===== src/hw/cwm_consts.vh =====
// Constants for the complementary waveform block: register offsets,
// field positions, reset values and mode codes.
// Assumes a byte-addressed bus with one aligned 32-bit word per register.
`ifndef CWM_CONSTS_VH
`define CWM_CONSTS_VH

// Register byte offsets
`define CWM_OFS_CTRL   8'h00
`define CWM_OFS_POL    8'h04
`define CWM_OFS_DBR    8'h08
`define CWM_OFS_DBF    8'h0C
`define CWM_OFS_STEER  8'h10
`define CWM_OFS_SHDN   8'h14
`define CWM_OFS_STAT   8'h18

// Control register fields
`define CWM_CTRL_EN    7
`define CWM_CTRL_MODE  2:0

// Steering register fields
`define CWM_STEER_STR  3:0
`define CWM_STEER_OVR  7:4

// Shutdown register fields
`define CWM_SHDN_SW    0
`define CWM_SHDN_ARS   1

// Status register fields
`define CWM_STAT_SD    0
`define CWM_STAT_DIR   1
`define CWM_STAT_PP    2
`define CWM_STAT_OUT   7:4

// Reset values
`define CWM_RST_CTRL   8'h00
`define CWM_RST_POL    4'hF
`define CWM_RST_DB     6'h00
`define CWM_RST_STEER  8'h00
`define CWM_RST_SHDN   2'h0

// Mode codes
`define CWM_MODE_ASYNC 3'h0
`define CWM_MODE_SYNC  3'h1
`define CWM_MODE_FWD   3'h2
`define CWM_MODE_REV   3'h3
`define CWM_MODE_HALF  3'h4
`define CWM_MODE_PP    3'h5

`endif


===== src/hw/cwm_top.v =====
// Complementary waveform generator with Wishbone classic register slave.
// Assumes data_i and fault_i are synchronous to clk_i.
//
// Overview of operation
// - Six modes chosen by mode field
// - One input, four outputs, shutdown on all but unsteered outputs, which keep override levels
// - Half bridge: A true, B inverted, dead time
// - Half bridge: C, D mirror A, B
// - Steering ignored outside steering modes
// - Push-pull alternates pulses between A, B
// - Push-pull sequencer resets on disable, shutdown
// - Sequencer advances per pulse, first on A
// - Push-pull: C, D copy A, B
// - Full bridge: three static, one modulated
// - Forward: A active, D modulated
// - Reverse: C active, B modulated
// - Lowest mode bit flips direction live
// - Direction change waits for input rise
// - Static swap, modulated waits dead band
// - Dead band only on modulated output
// - Input rise gives modulated output rise
// - Independent polarity per output
// - Two independent 6-bit dead-band timers
// - Sync steering updates at input rise
// - Async steering updates immediately
// - Polarity spares override, not steered or shutdown levels
// - Dead band counts to value, zero none
//
// Local design decisions: the placing of the registers and register access over Wishbone.
`timescale 1ns/1ps
`default_nettype none
`include "cwm_consts.vh"

module cwm_top #(
  parameter DBW = 6
) (
  input  wire        clk_i,    // System clock, 10 MHz
  input  wire        rst_i,    // Synchronous reset, active high
  input  wire        cyc_i,    // Wishbone cycle
  input  wire        stb_i,    // Wishbone strobe
  input  wire        we_i,     // Wishbone write enable
  input  wire [7:0]  adr_i,    // Wishbone byte address
  input  wire [3:0]  sel_i,    // Wishbone byte selects
  input  wire [31:0] dat_i,    // Wishbone write data
  output reg  [31:0] dat_o,    // Wishbone read data
  output reg         ack_o,    // Wishbone acknowledge
  input  wire        data_i,   // Pulse input, usually PWM
  input  wire        fault_i,  // Shutdown source, active high
  output reg         out_a_o,  // Output A
  output reg         out_b_o,  // Output B
  output reg         out_c_o,  // Output C
  output reg         out_d_o   // Output D
);

  // Reset images, sliced per field so no bits are dropped
  localparam [7:0] RST_CTRL  = `CWM_RST_CTRL;   // Control reset image
  localparam [3:0] RST_POL   = `CWM_RST_POL;    // Polarity reset image
  localparam [7:0] RST_STEER = `CWM_RST_STEER;  // Steering reset image
  localparam [1:0] RST_SHDN  = `CWM_RST_SHDN;   // Shutdown reset image

  // Software registers
  reg           en_reg;        // Module enable
  reg [2:0]     mode_reg;      // Mode field
  reg [3:0]     pol_reg;       // Per-output polarity, set is active high
  reg [DBW-1:0] dbr_reg;       // Rising / reverse dead band
  reg [DBW-1:0] dbf_reg;       // Falling / forward dead band
  reg [3:0]     str_reg;       // Steering selection
  reg [3:0]     ovr_reg;       // Override levels
  reg           sw_sd_reg;     // Software shutdown request
  reg           ars_reg;       // Auto-restart enable

  // Block state
  reg           in_prev_reg;   // Input one cycle ago
  reg           sd_reg;        // Shutdown active
  reg           ppn_reg;       // Push-pull side for next pulse
  reg           ppc_reg;       // Push-pull side of current pulse
  reg           dir_reg;       // Full bridge direction, 1 is reverse
  reg           blk_reg;       // Direction-change dead band pending
  reg [3:0]     strs_reg;      // Synchronised steering selection

  // Bus decode
  wire [7:0] word_adr = {adr_i[7:2], 2'b00};
  wire       req      = cyc_i & stb_i & ~ack_o;
  wire       wr       = req & we_i & sel_i[0];
  wire       rd       = req & ~we_i;

  // Mode decode
  wire hb    = (mode_reg == `CWM_MODE_HALF);
  wire pp    = (mode_reg == `CWM_MODE_PP);
  wire fb    = (mode_reg[2:1] == 2'b01);
  wire steer = (mode_reg[2:1] == 2'b00);
  wire run   = en_reg & ~sd_reg;
  wire rise  = data_i & ~in_prev_reg;

  // Shutdown sources and clear
  wire sd_src   = fault_i | sw_sd_reg;
  wire sd_wclr  = wr && (word_adr == `CWM_OFS_STAT) && dat_i[`CWM_STAT_SD];
  wire sd_clr   = (ars_reg | sd_wclr) & ~sd_src;

  // Full bridge direction handling
  wire chg     = en_reg & fb & rise & (mode_reg[0] != dir_reg);
  wire dir_eff = chg ? mode_reg[0] : dir_reg;
  wire blk_arm = chg | blk_reg;

  // Timer arming and results
  wire rise_arm;
  wire fall_arm;
  wire rise_done;
  wire fall_done;
  wire blk_next;

  assign rise_arm = run & ((hb & data_i) | (fb & blk_arm & dir_eff));
  assign fall_arm = run & ((hb & ~data_i) | (fb & blk_arm & ~dir_eff));
  assign blk_next = run & fb & blk_arm & ~(dir_eff ? rise_done : fall_done);

  cwm_dbt #(.W(DBW)) u_dbt_rise (
    .clk_i  (clk_i),
    .rst_i  (rst_i),
    .arm_i  (rise_arm),
    .dly_i  (dbr_reg),
    .done_o (rise_done)
  );

  cwm_dbt #(.W(DBW)) u_dbt_fall (
    .clk_i  (clk_i),
    .rst_i  (rst_i),
    .arm_i  (fall_arm),
    .dly_i  (dbf_reg),
    .done_o (fall_done)
  );

  // Push-pull side of the pulse in progress
  wire pp_side = rise ? ppn_reg : ppc_reg;

  // Effective steering selection
  reg [3:0] str_eff;

  // Steering select path
  always @* begin
    str_eff = str_reg;
    // Sync steering latched at input rise
    if (mode_reg == `CWM_MODE_SYNC) begin
      str_eff = rise ? str_reg : strs_reg;
    end
  end

  // Active sense per output, before polarity
  reg [3:0] act;
  // Output level after polarity and override
  reg [3:0] lvl;

  // Waveform generation per mode
  always @* begin
    act = 4'h0;
    lvl = 4'h0;
    case (mode_reg)
      `CWM_MODE_HALF: begin
        // True and inverted with dead time
        act[0] = data_i & rise_done;
        act[1] = ~data_i & fall_done;
        // C and D mirror A and B
        act[2] = act[0];
        act[3] = act[1];
      end
      `CWM_MODE_PP: begin
        // Alternate pulses between A and B
        act[0] = data_i & ~pp_side;
        act[1] = data_i & pp_side;
        // C and D copy A and B
        act[2] = act[0];
        act[3] = act[1];
      end
      `CWM_MODE_FWD, `CWM_MODE_REV: begin
        if (!dir_eff) begin
          act[0] = 1'b1;
          act[3] = data_i & ~blk_next;
        end else begin
          act[2] = 1'b1;
          act[1] = data_i & ~blk_next;
        end
      end
      `CWM_MODE_ASYNC, `CWM_MODE_SYNC: begin
        // Input steered to every output
        act = {4{data_i}};
      end
      default: begin
        // Reserved codes stay inactive
        act = 4'h0;
      end
    endcase
    if (!run) begin
      act = 4'h0;
    end
    lvl = ~(act ^ pol_reg);
    // Steering applies only in steering modes
    if (en_reg && steer) begin
      lvl = (lvl & str_eff) | (ovr_reg & ~str_eff);
    end
  end

  // Registered outputs
  always @(posedge clk_i) begin
    if (rst_i) begin
      // Inactive level for the reset polarity
      out_a_o <= ~RST_POL[0];
      out_b_o <= ~RST_POL[1];
      out_c_o <= ~RST_POL[2];
      out_d_o <= ~RST_POL[3];
    end else begin
      out_a_o <= lvl[0];
      out_b_o <= lvl[1];
      out_c_o <= lvl[2];
      out_d_o <= lvl[3];
    end
  end

  // Input edge, shutdown and sequencer state
  always @(posedge clk_i) begin
    if (rst_i) begin
      in_prev_reg <= 1'b0;
      sd_reg      <= 1'b0;
      ppn_reg     <= 1'b0;
      ppc_reg     <= 1'b0;
      dir_reg     <= 1'b0;
      blk_reg     <= 1'b0;
      strs_reg    <= RST_STEER[`CWM_STEER_STR];
    end else begin
      in_prev_reg <= data_i;
      sd_reg      <= sd_src | (sd_reg & ~sd_clr);
      if (!run) begin
        ppn_reg <= 1'b0;
        ppc_reg <= 1'b0;
      end else if (pp && rise) begin
        // Advance per pulse, first on A
        ppc_reg <= ppn_reg;
        ppn_reg <= ~ppn_reg;
      end
      if (!en_reg || !fb) begin
        dir_reg <= mode_reg[0];
      end else if (chg) begin
        dir_reg <= mode_reg[0];
      end
      blk_reg <= blk_next;
      if (!en_reg || rise) begin
        strs_reg <= str_reg;
      end
    end
  end

  // Register writes, mode bits always writable
  always @(posedge clk_i) begin
    if (rst_i) begin
      en_reg    <= RST_CTRL[`CWM_CTRL_EN];
      mode_reg  <= RST_CTRL[`CWM_CTRL_MODE];
      pol_reg   <= RST_POL;
      dbr_reg   <= `CWM_RST_DB;
      dbf_reg   <= `CWM_RST_DB;
      str_reg   <= RST_STEER[`CWM_STEER_STR];
      ovr_reg   <= RST_STEER[`CWM_STEER_OVR];
      sw_sd_reg <= RST_SHDN[`CWM_SHDN_SW];
      ars_reg   <= RST_SHDN[`CWM_SHDN_ARS];
    end else if (wr) begin
      case (word_adr)
        `CWM_OFS_CTRL: begin
          en_reg   <= dat_i[`CWM_CTRL_EN];
          mode_reg <= dat_i[`CWM_CTRL_MODE];
        end
        `CWM_OFS_POL: begin
          pol_reg <= dat_i[3:0];
        end
        `CWM_OFS_DBR: begin
          dbr_reg <= dat_i[DBW-1:0];
        end
        `CWM_OFS_DBF: begin
          dbf_reg <= dat_i[DBW-1:0];
        end
        `CWM_OFS_STEER: begin
          str_reg <= dat_i[`CWM_STEER_STR];
          ovr_reg <= dat_i[`CWM_STEER_OVR];
        end
        `CWM_OFS_SHDN: begin
          sw_sd_reg <= dat_i[`CWM_SHDN_SW];
          ars_reg   <= dat_i[`CWM_SHDN_ARS];
        end
        default: begin
          // Unmapped or status: nothing stored
          en_reg <= en_reg;
        end
      endcase
    end
  end

  // Read data mux
  reg [31:0] rdat;

  // Select read word, unmapped reads zero
  always @* begin
    rdat = 32'h0000_0000;
    case (word_adr)
      `CWM_OFS_CTRL:  rdat[7:0] = {en_reg, 4'h0, mode_reg};
      `CWM_OFS_POL:   rdat[3:0] = pol_reg;
      `CWM_OFS_DBR:   rdat[DBW-1:0] = dbr_reg;
      `CWM_OFS_DBF:   rdat[DBW-1:0] = dbf_reg;
      `CWM_OFS_STEER: rdat[7:0] = {ovr_reg, str_reg};
      `CWM_OFS_SHDN:  rdat[1:0] = {ars_reg, sw_sd_reg};
      `CWM_OFS_STAT:  rdat[7:0] = {out_d_o, out_c_o, out_b_o, out_a_o,
                                   1'b0, ppn_reg, dir_reg, sd_reg};
      default:        rdat = 32'h0000_0000;
    endcase
  end

  // Bus answer one cycle after request
  always @(posedge clk_i) begin
    if (rst_i) begin
      ack_o <= 1'b0;
      dat_o <= 32'h0000_0000;
    end else begin
      ack_o <= req;
      if (rd) begin
        dat_o <= rdat;
      end
    end
  end

endmodule

`default_nettype wire


===== src/hw/cwm_dbt.v =====
// Dead-band timer: counts clock periods from zero up to a programmed value.
// Assumes the arm input is held for the whole wait and dropped to restart.
`timescale 1ns/1ps
`default_nettype none

module cwm_dbt #(
  parameter W = 6
) (
  input  wire         clk_i,   // System clock
  input  wire         rst_i,   // Synchronous reset, active high
  input  wire         arm_i,   // Level: dead band running
  input  wire [W-1:0] dly_i,   // Programmed dead band length
  output wire         done_o   // Dead band elapsed
);

  reg [W-1:0] cnt_reg;   // Elapsed periods
  reg [W-1:0] cnt_next;  // Next count

  // Count while armed, stop at the programmed value
  always @* begin
    cnt_next = cnt_reg;
    if (!arm_i) begin
      cnt_next = {W{1'b0}};
    end else if (cnt_reg != dly_i) begin
      cnt_next = cnt_reg + {{(W-1){1'b0}}, 1'b1};
    end
  end

  // Counter register
  always @(posedge clk_i) begin
    if (rst_i) begin
      cnt_reg <= {W{1'b0}};
    end else begin
      cnt_reg <= cnt_next;
    end
  end

  // Zero value gives done in the arming cycle itself
  assign done_o = arm_i & (cnt_reg == dly_i);

endmodule

`default_nettype wire


===== config.mk =====
export PLATFORM = sky130hd
export DESIGN_NAME = cwm_top
export DESIGN_NICKNAME = d
export VERILOG_FILES = /design/src/hw/cwm_top.v /design/src/hw/cwm_dbt.v
export VERILOG_INCLUDE_DIRS = /design/src /design/src/hw
export SDC_FILE = /design/constraint.sdc
export NUM_CORES = 1
export LEC_CHECK = 0
export BUFFER_PORTS_ARGS = -buffer_cell sky130_fd_sc_hd__buf_2
export CORE_MARGIN = 4
export CORE_UTILIZATION = 30
export CTS_CLUSTER_SIZE = 20
export DETAILED_ROUTE_END_ITERATION = 16
export SETUP_SLACK_MARGIN = 0.5
export SLEW_MARGIN = 25
export SYNTH_ARGS = -nofsm -noshare
export SYNTH_HDL_FRONTEND = slang
export SYNTH_SLANG_ARGS = --single-unit
export TNS_END_PERCENT = 10

===== constraint.sdc =====
create_clock -name clk_i -period 2.4 [get_ports clk_i]
set_input_delay 0.48 -clock clk_i [delete_from_list [all_inputs] [get_ports clk_i]]
set_output_delay 0.48 -clock clk_i [all_outputs]
set_load 0.01 [all_outputs]

# After elaboration in Yosys (flattened, before gate mapping)
# Cells that the tools add are included.
dict set report totals {
  inputBits 51
  latchBits 0
  mem_count 0
  mem_bits_rw 0
  rom_bits 0
  elab_cells 137
  regBits 65
}
dict set report classes {
  bitwise 56
  magnitude_cmp 0
  eq_ne 17
  div 0
  n_addsub 2
  muxes 16
  shift 0
  n_reduce_logical 22
  multipliers 0
}
# cell n
set ops {}
lappend ops {{$and 1x1->1} 29}
lappend ops {{$eq 6x3->1 const B} 3}
lappend ops {{$mux 4} 4}
lappend ops {{$pmux 4 s4} 1}
lappend ops {{$not 1->1} 15}
lappend ops {{$pmux 2 s7} 1}
lappend ops {{$add 6x1->6 const B} 2}
lappend ops {{$eq 6x2->1 const B} 2}
lappend ops {{$eq 6x6->1} 2}
lappend ops {{$ne 6x6->1} 2}
lappend ops {{$pmux 2 s6} 1}
lappend ops {{$reduce_and 2->1} 6}
lappend ops {{$reduce_or 2->1} 5}
lappend ops {{$and 4x4->4} 2}
lappend ops {{$logic_not 8->1} 1}
lappend ops {{$not 4->4} 2}
lappend ops {{$pmux 2 s4} 1}
lappend ops {{$eq 3x2->1 const B} 2}
lappend ops {{$eq 3x3->1 const B} 2}
lappend ops {{$eq 6x1->1 const B} 1}
lappend ops {{$mux 1} 6}
lappend ops {{$or 1x1->1} 6}
lappend ops {{$pmux 2 s3} 1}
lappend ops {{$logic_and 1x1->1} 4}
lappend ops {{other kinds (10)} 12}

# Logic depth before layout (Yosys ltp)
# Gate-level depths: netlist of the first run.
dict set report depth {
  depth_word 23
  depth_mapped 7
  depth_no_buf 6
}

# Cells and area by module
# Synthesis of the first run repeated with hierarchy kept, for this count alone.
dict set report hier_totals {
  cells_unflattened 451
  hier_area_um2 3818.7
}
# mod cells_per_inst instances area_per_inst_um2 seq_area_each_um2
set by_module_without_submodules {}
lappend by_module_without_submodules {cwm_top 345 1 2922.8 1061.0}
lappend by_module_without_submodules {cwm_dbt 53 2 447.9 120.1}

# Worst setup path before layout of the first run
# No wires, ideal clock.
dict set report synth_path {
  kind {input-to-reg}
  from {input adr_i[5]}
  to {register pol_reg[1]}
  t_arrival_ps 1776
  setup_slack_ps 504
  cell_stages 6
  setup_ps 120
  path_buffers 0
  cell_sequence {or3_1 nor2_2 nand2b_4 nor3b_4 nor2b_1 a211o_1}
}
dict set report synth_between {
  elab_chain_cells 2
}
# item line_no
set synth_lines {}
lappend synth_lines {{from (decl)} cwm_top.v:42} ;# input wire [7:0] adr_i,
lappend synth_lines {{$eq 6x1->1} cwm_top.v:263} ;# case (word_adr)
lappend synth_lines {{$reduce_and 2->1 (no source line)} --}
lappend synth_lines {{to (signal assigned)} cwm_top.v:269} ;# pol_reg <= dat_i[3:0];
lappend synth_lines {{to (decl)} cwm_top.v:64} ;# reg [3:0] pol_reg;
# Every way passes these cells.
# A chain may end at the register's enable or synchronous reset.

# Worst setup path in the final report of the first run
dict set report layout_path {
  from {register dbr_reg[5]}
  to {register out_b_o}
}
dict set report layout_between {
  elab_chain_cells 15
}
# item line_no
set layout_lines {}
lappend layout_lines {{from (decl)} cwm_top.v:65} ;# reg [DBW-1:0] dbr_reg;
lappend layout_lines {{from (signal assigned)} cwm_top.v:256} ;# dbr_reg <= `CWM_RST_DB;
lappend layout_lines {{from (signal assigned)} cwm_top.v:272} ;# dbr_reg <= dat_i[DBW-1:0];
lappend layout_lines {{$eq 6x6->1 (*)} cwm_dbt.v:39} ;# assign done_o = arm_i & (cnt_reg == dly_i);
lappend layout_lines {{$and 1x1->1 (*)} cwm_dbt.v:39}
lappend layout_lines {{$mux 1 (*)} cwm_top.v:114} ;# assign blk_next = run & fb & blk_arm & ~(dir_eff ? rise_done : fall_done);
lappend layout_lines {{$not 1->1 (*)} cwm_top.v:114}
lappend layout_lines {{$and 1x1->1 (*)} cwm_top.v:114}
lappend layout_lines {{$not 1->1 (*)} cwm_top.v:179} ;# act[1] = data_i & ~blk_next;
lappend layout_lines {{$and 1x1->1 (*)} cwm_top.v:179}
lappend layout_lines {{$mux 2 (*)} cwm_top.v:174} ;# if (!dir_eff) begin
lappend layout_lines {{$pmux 4 s4 (*)} cwm_top.v:156} ;# case (mode_reg)
lappend layout_lines {{$mux 4 (*)} cwm_top.v:191} ;# if (!run) begin
lappend layout_lines {{$xor 4x4->4 (*)} cwm_top.v:194} ;# lvl = ~(act ^ pol_reg);
lappend layout_lines {{$not 4->4 (*)} cwm_top.v:194}
lappend layout_lines {{$and 4x4->4} cwm_top.v:197} ;# lvl = (lvl & str_eff) | (ovr_reg & ~str_eff);
lappend layout_lines {{$or 4x4->4} cwm_top.v:197}
lappend layout_lines {{$mux 4 (*)} cwm_top.v:196} ;# if (en_reg && steer) begin
lappend layout_lines {{to (signal assigned)} cwm_top.v:206} ;# out_b_o <= ~RST_POL[1];
lappend layout_lines {{to (signal assigned)} cwm_top.v:211} ;# out_b_o <= lvl[1];
lappend layout_lines {{to (decl)} cwm_top.v:50} ;# output reg out_b_o,
# Every way passes the cells marked *; elsewhere a longest branch is shown, timed or not.

==> impl_metrics.csv, run 1 <==
group,metric,value,unit
status,outcome,"finished clean",
setup_path,r2r.worst_path.cells,6,
placement,dp_hpwl,6.550,mm
synthesis,synth_simple_gate_area_share,0.2486,
global_route,grt_first_pass_wirelength,14.04,mm
min_path,hold_path_end,"sd_reg",
route,postRouteAntennaNets,0,
finish,syn_to_final_growth,17.07,%
synthesis,syn-cell-area,3583,µm²
synthesis,syn_inst,393,
sta,clock.fmax,533.7,MHz
setup_path,r2r_slack,530,ps
sta,worst_pin_slew,558.0,ps
sta,final.min_clock_period,1874,ps
die,initial_utilization,0.3099,
sta,fin_setup_tns,0,ps
synthesis,synth.cells.most_frequent,"65 x dfxtp_1, 58 x nor2_1, 41 x mux2i_1",
synthesis,post_synth_main_area_contributors,"dfxtp_1 36%, mux2i_1 11%, nor2_1 6.1%, buf_4 5.4%, xor2_1 4.9%",
setup_path,sort_of_element_at_the_end_of_the_critical_path,"flop",
synthesis,synth_seq_cells,65,
clocking,clk_transition_reported_paths,60,ps
synthesis,yosys.area_share.adder,0.006983,
clocking,ctsHtreeMaxLevel,3,
synthesis,synth.most_common_cell,"dfxtp_1",
synthesis,yosys-mux-area-fraction,0.1208,
global_route,grt_start_max_net_pins,31,
global_route,gr-usage-all-layers,0.1323,
power,ir_worst_vdd,0.0003150,V
synthesis,synth-seq-area-share,0.3631,
route,drc_errors,0,
min_path,hp-class,"in2reg",
sta,timing_hold_violations_final,0,
clocking,cts_made_buffers,9,
clocking,cts.sinks,65,
route,detail_route.wirelength,8.700,mm
sta,finClkSkew,4.916,ps
synthesis,synth_area_per_cell,9.118,µm²
power,power.density,610.0,nW/µm²
finish,flip_flop_count_of_the_largest_register_all_copies_and_words_added,8,
sta,timing.final.setup_violations,0,
synthesis,post-synth-top-area-cell,"dfxtp_1",
placement,final_wtd_congestion,0.8291,
die,core,11560,µm²
route,wire_per_inst,14.97,µm
clocking,cts_tree,"built",
placement,area_after_dpl,3832,µm²
min_path,min_delay_path_depth,3,
die,die_x,117.3,µm
finish,layout-drive-gt1-share,0.2100,
die,io-pin-count,88,
finish,antennaDiodeCount,0,
sta,final.hold.worst_slack,382.3,ps
route,drt_pass1_iterations,4,
setup_path,critical_path_peak_fanout,10,
route,detailroute.via_count,2840,
route,via_per_inst,4.888,
sta,rsz0062_at_grt,"yes",
setup_path,worstPathArrival,2110,ps
clocking,clk_path_buf_depth,2,
synthesis,dominant_combinational_cell_family_by_area_after_synthesis,"simple AND/OR/NAND/NOR gates",
min_path,min_from,"fault_i",
setup_path,timing.setup.critical_path_class,"reg2reg",
setup_path,timing.critical_path.required,2640,ps
die,die_area,13760,µm²
sta,finalMaxSlewViolations,0,
sta,worst_slew_margin_rel,0.6280,
placement,port_buffers,34,
synthesis,async_reset_ff_frac,0,
setup_path,timing.critical_path.from_type,"flop",
synthesis,synthDominantCellAreaShare,0.3631,
finish,finalNetCount,486,
global_route,number_of_antenna_violations_at_the_first_check_in_global_routing,0,
finish,finalInstanceArea,4195,µm²
synthesis,number_of_distinct_standard_cells_referenced_by_the_synthesized_netlist,61,
synthesis,synth_xor_area_frac,0.06355,
synthesis,synth_compound_area_frac,0.1177,
die,fp.dieH,117.3,µm
finish,largest-register,"dat_o",
global_route,grt_pass1_vias,2755,
synthesis,number_of_synthesized_flops_with_an_enable_pin,0,
global_route,globalRoute.totalOverflow,0,
synthesis,most_common_flop_cell_mapped_by_yosys,"dfxtp_1",
route,drt-initial-drc-count,121,
clocking,clk-insertion-delay-late,330,ps
sta,final.period_utilization,0.7807,
power,total_power,2559,µW
flow_run,maxCapViolCount,0,
power,static_leak,0.001681,µW
setup_path,worst_r2r_endpoint,"out_b_o",
die,rows,39,
finish,finish.utilization,0.3628,
setup_path,rr_startpoint,"dbr_reg[5]",
synthesis,yosys_warnings,0,
clocking,clockRootBuffer,"clkbuf_16",
==> how the worst max path moves through the flow <==
stage / start / slack [ps] / endpoint
CTS: dbr_reg[5] / 520 / out_b_o
detailed placement: adr_i[5] / 240 / pol_reg[3]
global placement: data_i / 270 / out_c_o
floorplan: adr_i[5] / 500 / pol_reg[1]
finish: dbr_reg[5] / 530 / out_b_o
global route: mode_reg[1] / 440 / out_c_o
==> layer usage <==
layer | routed length, µm | share of wire | global-route usage
met4 | 182 | 0.021 | 0.06422
met5 | 0 | 0 | 0
met3 | 369 | 0.042 | 0.01954
met1 | 4049 | 0.47 | 0.1658
met2 | 4098 | 0.47 | 0.2217
==> cell type report <==
| cell class | count | area, µm² |
|---|---|---|
| clock inverters | 4 | 51.30 |
| inverters | 3 | 11.26 |
| multi-input cells | 306 | 2118 |
| repair buffers | 48 | 275.3 |
| clock buffers | 12 | 256.5 |
| well taps | 143 | 178.9 |
| flip-flops and latches | 65 | 1304 |
| fillers | 1184 | 7370 |
==> stage by stage <==
stage / setup slack (ps) / cells
after floorplan: 504.3 / 416
after global placement: 269.6 / 562
after detailed placement: 239.9 / 562
after CTS: 523.0 / 578
after global routing: 436.4 / 581
final: 526.3 / 581
==> power by group <==
part / internal, µW / switching [µW] / total [µW]
combinational: 45.5 / 93.6 / 139
clock: 860 / 469 / 1330
sequential: 1090 / 4.60 / 1090
==> cells in the final DEF (no fill, tap or decap), types with 3 or more instances in the layout <==
master,Yosys,layout
xor2_1,20,20
o211ai_1,4,4
a21oi_1,14,13
nand2b_1,4,3
nor2b_1,9,8
nand4_1,5,5
nand3_1,14,14
o21ai_1,4,4
conb_1,1,24
nor3_1,9,9
mux2i_1,41,41
buf_4,26,14
dfxtp_1,65,63
or3_1,4,4
nand2_1,23,22
and3_1,3,3
buf_2,5,34
a211o_1,5,5
a211oi_1,5,5
nor3_4,4,4
o21ai_0,4,4
o22ai_1,5,5
nor2_1,58,58
xnor2_1,6,6
clkbuf_16,0,9
==> worst max-delay path, stage by stage, from the launching register on <==
cell and delay, ps:
dfxtp_1 400, xor2_1 130, nor4_4 330, nand3_4 190, a2111oi_4 380, o21ai_1 120
a311oi_2 230
==> kinds of logic (layout without fill, tap and decap cells) <==
kind of cell,Yosys count,count (layout)
simple gates,155,155
flops,65,65
compound gates,56,56
buf+inv,45,67
mux,43,43
xor+xnor,26,26
fa+ha+maj,2,2
other cells,1,24
==> what timing repair did <==
action / CTS / global route
endpoints found under the hold margin: 0 / 0
setup endpoints to repair: 6 / 16
setup buffers: 0 / 3
resized for setup: 4 / 4
pin swaps: 0 / 3
hold buffers: 0 / 0
No activity file was read; power rests on OpenSTA's default activity.
==> inputs of run 2 (changes only) <==
Settings changed: ABC_AREA set to 1.
Clock period 2.4 ns to 1.7 ns, I/O delays scaled along.
==> run 2 against run 1 <==
Net effect:
- sequential cell count unchanged
- sequential share of layout area decreased by 1.1 points
- clock skew decreased by 1.1 ps
- die area decreased by 2.3%
- count of clock-buffer cells in the layout decreased by 1
- combinational power increased by 28%
- final cell count increased by 25%
- critical path type unchanged
- critical endpoint is now out_d_o
- largest cell class unchanged
==> impl_metrics.csv, run 2 <==
group,metric,value,unit
global_route,grt_first_pass_wirelength,15.88,mm
power,total_power,3552,µW
route,postRouteAntennaNets,0,
route,detail_route.wirelength,9.869,mm
power,switching_share,0.2280,
sta,timing_hold_violations_final,0,
synthesis,post-synth-top-area-cell,"dfxtp_1",
synthesis,async_reset_ff_frac,0,
synthesis,number_of_distinct_standard_cells_referenced_by_the_synthesized_netlist,41,
synthesis,synth.most_common_cell,"nand2_1",
setup_path,timing.critical_path.required,1930,ps
synthesis,syn_inst,512,
power,power.density,787.8,nW/µm²
synthesis,synth_area_per_cell,6.825,µm²
power,ir_worst_vdd,0.0004928,V
sta,fin_ws,147.7,ps
synthesis,synth-seq-area-share,0.3724,
synthesis,most_common_flop_cell_mapped_by_yosys,"dfxtp_1",
setup_path,critical_path_peak_fanout,6,
finish,layout-drive-gt1-share,0.3106,
global_route,gr-usage-all-layers,0.1496,
sta,final.min_clock_period,1552,ps
power,power.combinational.fraction,0.050,
min_path,min_delay_path_depth,3,
route,wire_per_inst,13.54,µm
finish,finalNetCount,634,
clocking,ctsHtreeMaxLevel,3,
placement,dp_hpwl,7.367,mm
synthesis,syn-cell-area,3495,µm²
sta,clock.fmax,644.2,MHz
die,fp.dieH,115.9,µm
synthesis,synthDominantCellAreaShare,0.3724,
min_path,hp-class,"in2reg",
synthesis,number_of_synthesized_flops_with_an_enable_pin,0,
sta,final.period_utilization,0.9131,
power,seqPwrFrac,0.429,
synthesis,synth.cells.most_frequent,"107 x nand2_1, 65 x dfxtp_1, 65 x nor2_1",
clocking,cts.sinks,65,
sta,rsz0062_at_grt,"yes",
placement,port_buffers,34,
route,drt-initial-drc-count,210,
setup_path,sort_of_element_at_the_end_of_the_critical_path,"flop",
setup_path,cell_with_the_largest_stage_delay_on_the_worst_path,"dfxtp_2",
die,rows,39,
finish,syn_to_final_growth,29.04,%
status,outcome,"finished clean",
clocking,clockRootBuffer,"clkbuf_16",
die,die_x,115.9,µm
power,switchingPower,809.8,µW
finish,largest-register,"dat_o",
synthesis,yosys_warnings,0,
sta,final.hold.worst_slack,260.8,ps
sta,timing.final.setup_violations,0,
die,io-pin-count,88,
clocking,cts_hold_repair.buffers,0,
setup_path,worstPathArrival,1780,ps
setup_path,critical_path.max_stage_delay,330,ps
route,via_per_inst,4.691,
finish,filler_cell_count,1208,
die,core,11420,µm²
finish,layout_commonest_cell,"nand2_1",
global_route,grt_pass1_vias,3209,
global_route,grt_start_max_net_pins,24,
power,clock_power_share,0.521,
route,drt_pass1_iterations,4,
clocking,cts_tree,"built",
clocking,clk-insertion-delay-late,330,ps
synthesis,synth_seq_cells,65,
flow_run,maxCapViolCount,0,
die,die_area,13440,µm²
finish,antennaDiodeCount,0,
placement,post-place-ws,17.66,ps
synthesis,post_synth_main_area_contributors,"dfxtp_1 37%, nand2_1 11%, nor2_1 7.0%, inv_1 6.8%, a21oi_1 6.3%",
global_route,number_of_antenna_violations_at_the_first_check_in_global_routing,0,
finish,flip_flop_count_of_the_largest_register_all_copies_and_words_added,8,
clocking,cts_made_buffers,9,
sta,finClkSkew,3.819,ps
global_route,globalRoute.totalOverflow,0,
setup_path,timing.critical_path.from_type,"flop",
setup_path,critical_path.cell_chain,"inv_4, nand3_4, nor2_4, nand2_2, nand2_4, nand4_1, nand4_1, nand2_1, nand3_2, nand3_1, nand2_1, inv_1",
finish,layout.cells.most_common_list,"101 x nand2_1, 52 x nor2_1, 50 x inv_1",
setup_path,r2r.worst_path.cells,12,
clocking,clk_transition_reported_paths,50,ps
clocking,clk_path_buf_depth,2,
placement,final_wtd_congestion,0.8892,
route,detailroute.via_count,3420,
power,power.internal,2742,µW
sta,finalMaxSlewViolations,0,
route,drc_errors,0,
die,initial_utilization,0.3060,
setup_path,timing.setup.critical_path_class,"reg2reg",
power,static_leak,0.001895,µW
## run 2: cell types whose count changed after synthesis, moves of 9 or more
cell and delta:
a21oi_1 +30, nor2b_1 -9, nand2_1 +84, o21ai_0 +37
mux2i_1 -41, inv_1 +62, xor2_1 -14
## run 2: logic make-up after synthesis
group	after synthesis	synth area share
buffers and inverters	105	0.1414
XOR/XNOR	6	0.01504
flip-flops	65	0.3724
adder cells (fa/ha/maj)	2	0.007160
AND/OR/NAND/NOR	228	0.2914
other	1	0.001073
AO/OA/AOI/OAI	105	0.1715
## run 2: timing repair
item                                    CTS  global route
gates resized for setup                  21            44
endpoints found under the setup margin   52            63
pin swaps                                16            21
setup buffers                            10             8
## run 2: final timing paths
check / start / to / slack [ps]
min reg2reg: dat_o[0] / dat_o[0] / 470
max: mode_reg[2] / out_d_o / 150
min: dat_i[7] / ovr_reg[3] / 260
max reg2reg: mode_reg[2] / out_d_o / 150
## run 2: worst max-delay path: cells and delay by family (launching register included)
family                 cells  cell delay [ps]
buffers and inverters      2              120
and+or+nand+nor           10             1010
DFF                        1              330
## run 2: through the flow
| step | TNS (ps) | std cells | area [µm²] | utilization |
|---|---|---|---|---|
| 2_1_floorplan | 0 | 535 | 3643 | - |
| 3_3_place_gp | 0 | 695 | 3900 | 0.3416 |
| 3_5_place_dp | 0 | 695 | 3900 | 0.3416 |
| 4_1_cts | 0 | 721 | 4337 | 0.3798 |
| 5_1_grt | -2.097 | 729 | 4509 | 0.3949 |
| 6_report | 0 | 729 | 4509 | 0.3949 |
## run 2: power by group through the flow
stage          Sequential, µW  Combinational [µW]  Clock, µW
2_1_floorplan            1570                 137          0
3_3_place_gp             1570                 170          0
3_5_place_dp             1570                 172          0
4_1_cts                  1530                 174       1870
5_1_grt                  1520                 200       1950
6_report                 1520                 178       1850
## run 2: cell type report
type | instances | area (µm²) | share of cell area
multi-input combinational | 365 | 1932 | 0.4284
sequential | 65 | 1350 | 0.2994
tap | 143 | 178.9 | 0.03968
timing repair buffer | 67 | 466.7 | 0.1035
clock buffer | 11 | 242.7 | 0.05383
inverter | 73 | 284.0 | 0.06299
clock inverter | 5 | 55.05 | 0.01221
## run 2: routing by layer
layer	vias to the layer above	GRT usage	share of wire
met5	-	0	0
met4	0	0.02707	0.0060
met3	7	0.03916	0.060
met2	91	0.2478	0.49
met1	1585	0.1988	0.44
li1	1737	-	-
==> inputs of run 3 (changes only) <==
Settings changed: CTS_CLUSTER_SIZE 20 to not set, MAX_ROUTING_LAYER set to met4.
Clock period 1.7 ns to 1.6 ns, I/O delays scaled along.
==> run 3 against run 2 <==
Net effect:
- sequential power rose by 7%
- first-iteration DRC count fell by 27%
- fmax decreased by 2.6%
- final cell count is 2.9% higher
- register-to-register slack worse by 140 ps
- sequential share of layout area is 2.9 points lower
- global-route usage rose by 0.33 points
- count of clock-buffer cells in the layout shrank 2
- total power up 16%
- clock power up 23%
==> impl_metrics.csv, run 3 (synthesis results as in run 2) <==
group,metric,value,unit
status,outcome,"finished clean",
min_path,min_from,"dat_i[7]",
die,initial_utilization,0.3060,
route,detail_route.wirelength,10.13,mm
clocking,clk_path_buf_depth,2,
route,detailroute.via_count,3522,
placement,port_buffers,34,
clocking,ctsHtreeMaxLevel,3,
power,switching_share,0.2236,
global_route,grt_pass1_vias,3332,
die,io-pin-count,88,
clocking,cts.sinks,65,
die,fp.dieH,115.9,µm
finish,antennaDiodeCount,0,
die,die_area,13440,µm²
setup_path,critical_path.max_stage_delay,330,ps
die,die_x,115.9,µm
global_route,number_of_antenna_violations_at_the_first_check_in_global_routing,0,
power,total_power,4136,µW
sta,final.min_clock_period,1594,ps
power,switchingPower,924.9,µW
clocking,clk-insertion-delay-late,330,ps
sta,final.hold.worst_slack,237.0,ps
clocking,cts_tree,"built",
setup_path,sort_of_element_at_the_end_of_the_critical_path,"flop",
finish,filler_cell_count,1139,
setup_path,critical_path_peak_fanout,7,
sta,finalMaxSlewViolations,0,
setup_path,critical_path.cell_chain,"inv_4, nand3_4, nor2_4, nand2_2, nand2_4, nand4_1, buf_4, buf_4, buf_4, a21oi_1",
global_route,grt_start_max_net_pins,21,
sta,timing.final.setup_violations,0,
clocking,cts_made_buffers,9,
finish,layout-drive-gt1-share,0.4217,
die,rows,39,
route,postRouteAntennaNets,0,
finish,flip_flop_count_of_the_largest_register_all_copies_and_words_added,8,
global_route,grt_first_pass_wirelength,15.73,mm
finish,layout_commonest_cell,"nand2_1",
sta,rsz0062_at_grt,"yes",
placement,placedCellCount,713,
placement,area_after_dpl,4029,µm²
sta,clock.fmax,627.2,MHz
sta,finClkSkew,5.568,ps
clocking,cts_hold_repair.buffers,0,
min_path,hold_path_end,"ovr_reg[3]",
placement,dp_hpwl,7.554,mm
global_route,globalRoute.totalOverflow,0,
power,seqPwrFrac,0.393,
placement,post-place-ws,-0.8928,ps
die,core,11420,µm²
setup_path,timing.setup.critical_path_class,"reg2reg",
global_route,gr-usage-all-layers,0.1529,
route,drt_pass1_iterations,4,
setup_path,cell_with_the_largest_stage_delay_on_the_worst_path,"dfxtp_2",
setup_path,r2r.worst_path.cells,10,
power,clock_power_share,0.551,
min_path,hp-class,"in2reg",
sta,final.period_utilization,0.9966,
route,via_per_inst,4.696,
sta,fin_ws,5.510,ps
setup_path,timing.critical_path.required,1860,ps
finish,finalNetCount,655,
finish,largest-register,"dat_o",
clocking,clockRootBuffer,"clkbuf_16",
setup_path,critical_path.startpoint,"mode_reg[2]",
finish,finalInstanceArea,4986,µm²
power,static_leak,0.002053,µW
clocking,clk_transition_reported_paths,60,ps
sta,timing_hold_violations_final,0,
power,power.internal,3211,µW
power,ir_worst_vdd,0.0007012,V
min_path,min_delay_path_depth,3,
finish,layoutNonFillerInstCount,750,
setup_path,r2r_slack,6,ps
power,power.density,829.6,nW/µm²
finish,layout.cells.most_common_list,"87 x nand2_1, 50 x buf_4, 48 x inv_1",
route,drt-initial-drc-count,153,
power,power.combinational.fraction,0.055,
route,wire_per_inst,13.51,µm
flow_run,maxCapViolCount,0,
setup_path,timing.critical_path.from_type,"flop",
setup_path,worstPathArrival,1850,ps
finish,syn_to_final_growth,42.68,%
setup_path,worst_r2r_endpoint,"blk_reg",
route,drc_errors,0,
placement,final_wtd_congestion,0.8846,
setup_path,path_common_cell,"buf_4",
setup_path,rr_startpoint,"mode_reg[2]",
run 3: cell count changes in the layout (fill, tap and decap cells not counted), moves of 6 or more:
cell,change
buf_4,+23
o21ai_0,-17
o21ai_2,+15
nand2_1,-14
nand2_2,+11
buf_6,+10
dfxtp_2,+10
buf_2,-9
nor2_4,+9
nor2_1,-7
dfxtp_1,-6
run 3: repair_timing:
item                                    in CTS  in global routing
endpoints found under the setup margin      75                 76
resized for setup                           20                137
pin swaps                                    8                 62
setup buffers                               13                  8
run 3: through the flow:
step | util | setup TNS (ps)
6_report | 0.4367 | 0
5_1_grt | 0.4367 | -331.8
4_1_cts | 0.3970 | 0
3_5_place_dp | 0.3528 | -1.585
3_3_place_gp | 0.3528 | 0
2_1_floorplan | - | 0
run 3: layout make-up:
cell class	instances	area, µm²	area share
well taps	143	178.9	0.03588
multi-input cells	365	2157	0.4326
clock buffers	9	225.2	0.04517
clock inverters	7	118.9	0.02384
flip-flops and latches	65	1348	0.2703
repair buffers	88	646.9	0.1297
inverters	73	311.5	0.06248
run 3: layer usage:
metal / up-vias / wire length [µm] / GRT usage
li1: 1787 / - / -
met1: 1665 / 4636 / 0.1895
met2: 60 / 5049 / 0.2547
met3: 10 / 331 / 0.03708
met4: 0 / 117 / 0.03016
met5: - / 0 / -
run 3: worst max-delay path, delay by kind of cell (launching register included):
kind	cells	cell delay, ps
AO/OA/AOI/OAI	1	120
buffers and inverters	4	500
flip-flops	1	330
AND/OR/NAND/NOR	5	570
run 3: power by group through the flow:
stage,Clock (µW),Sequential [µW],Combinational [µW]
after CTS,2310,1630,196
after global placement,0,1670,188
after floorplan,0,1670,150
after global routing,2390,1630,249
after detailed placement,0,1670,192
final,2280,1630,229
run 3: worst max-delay path by stage:
stage,depth (start not counted),endpoint,slack [ps]
floorplan,13,out_d_o,220
CTS,12,out_d_o,70
detailed placement,10,dat_o[0],-0.9
global route,13,out_d_o,-90
finish,10,blk_reg,6
global placement,15,out_d_o,20
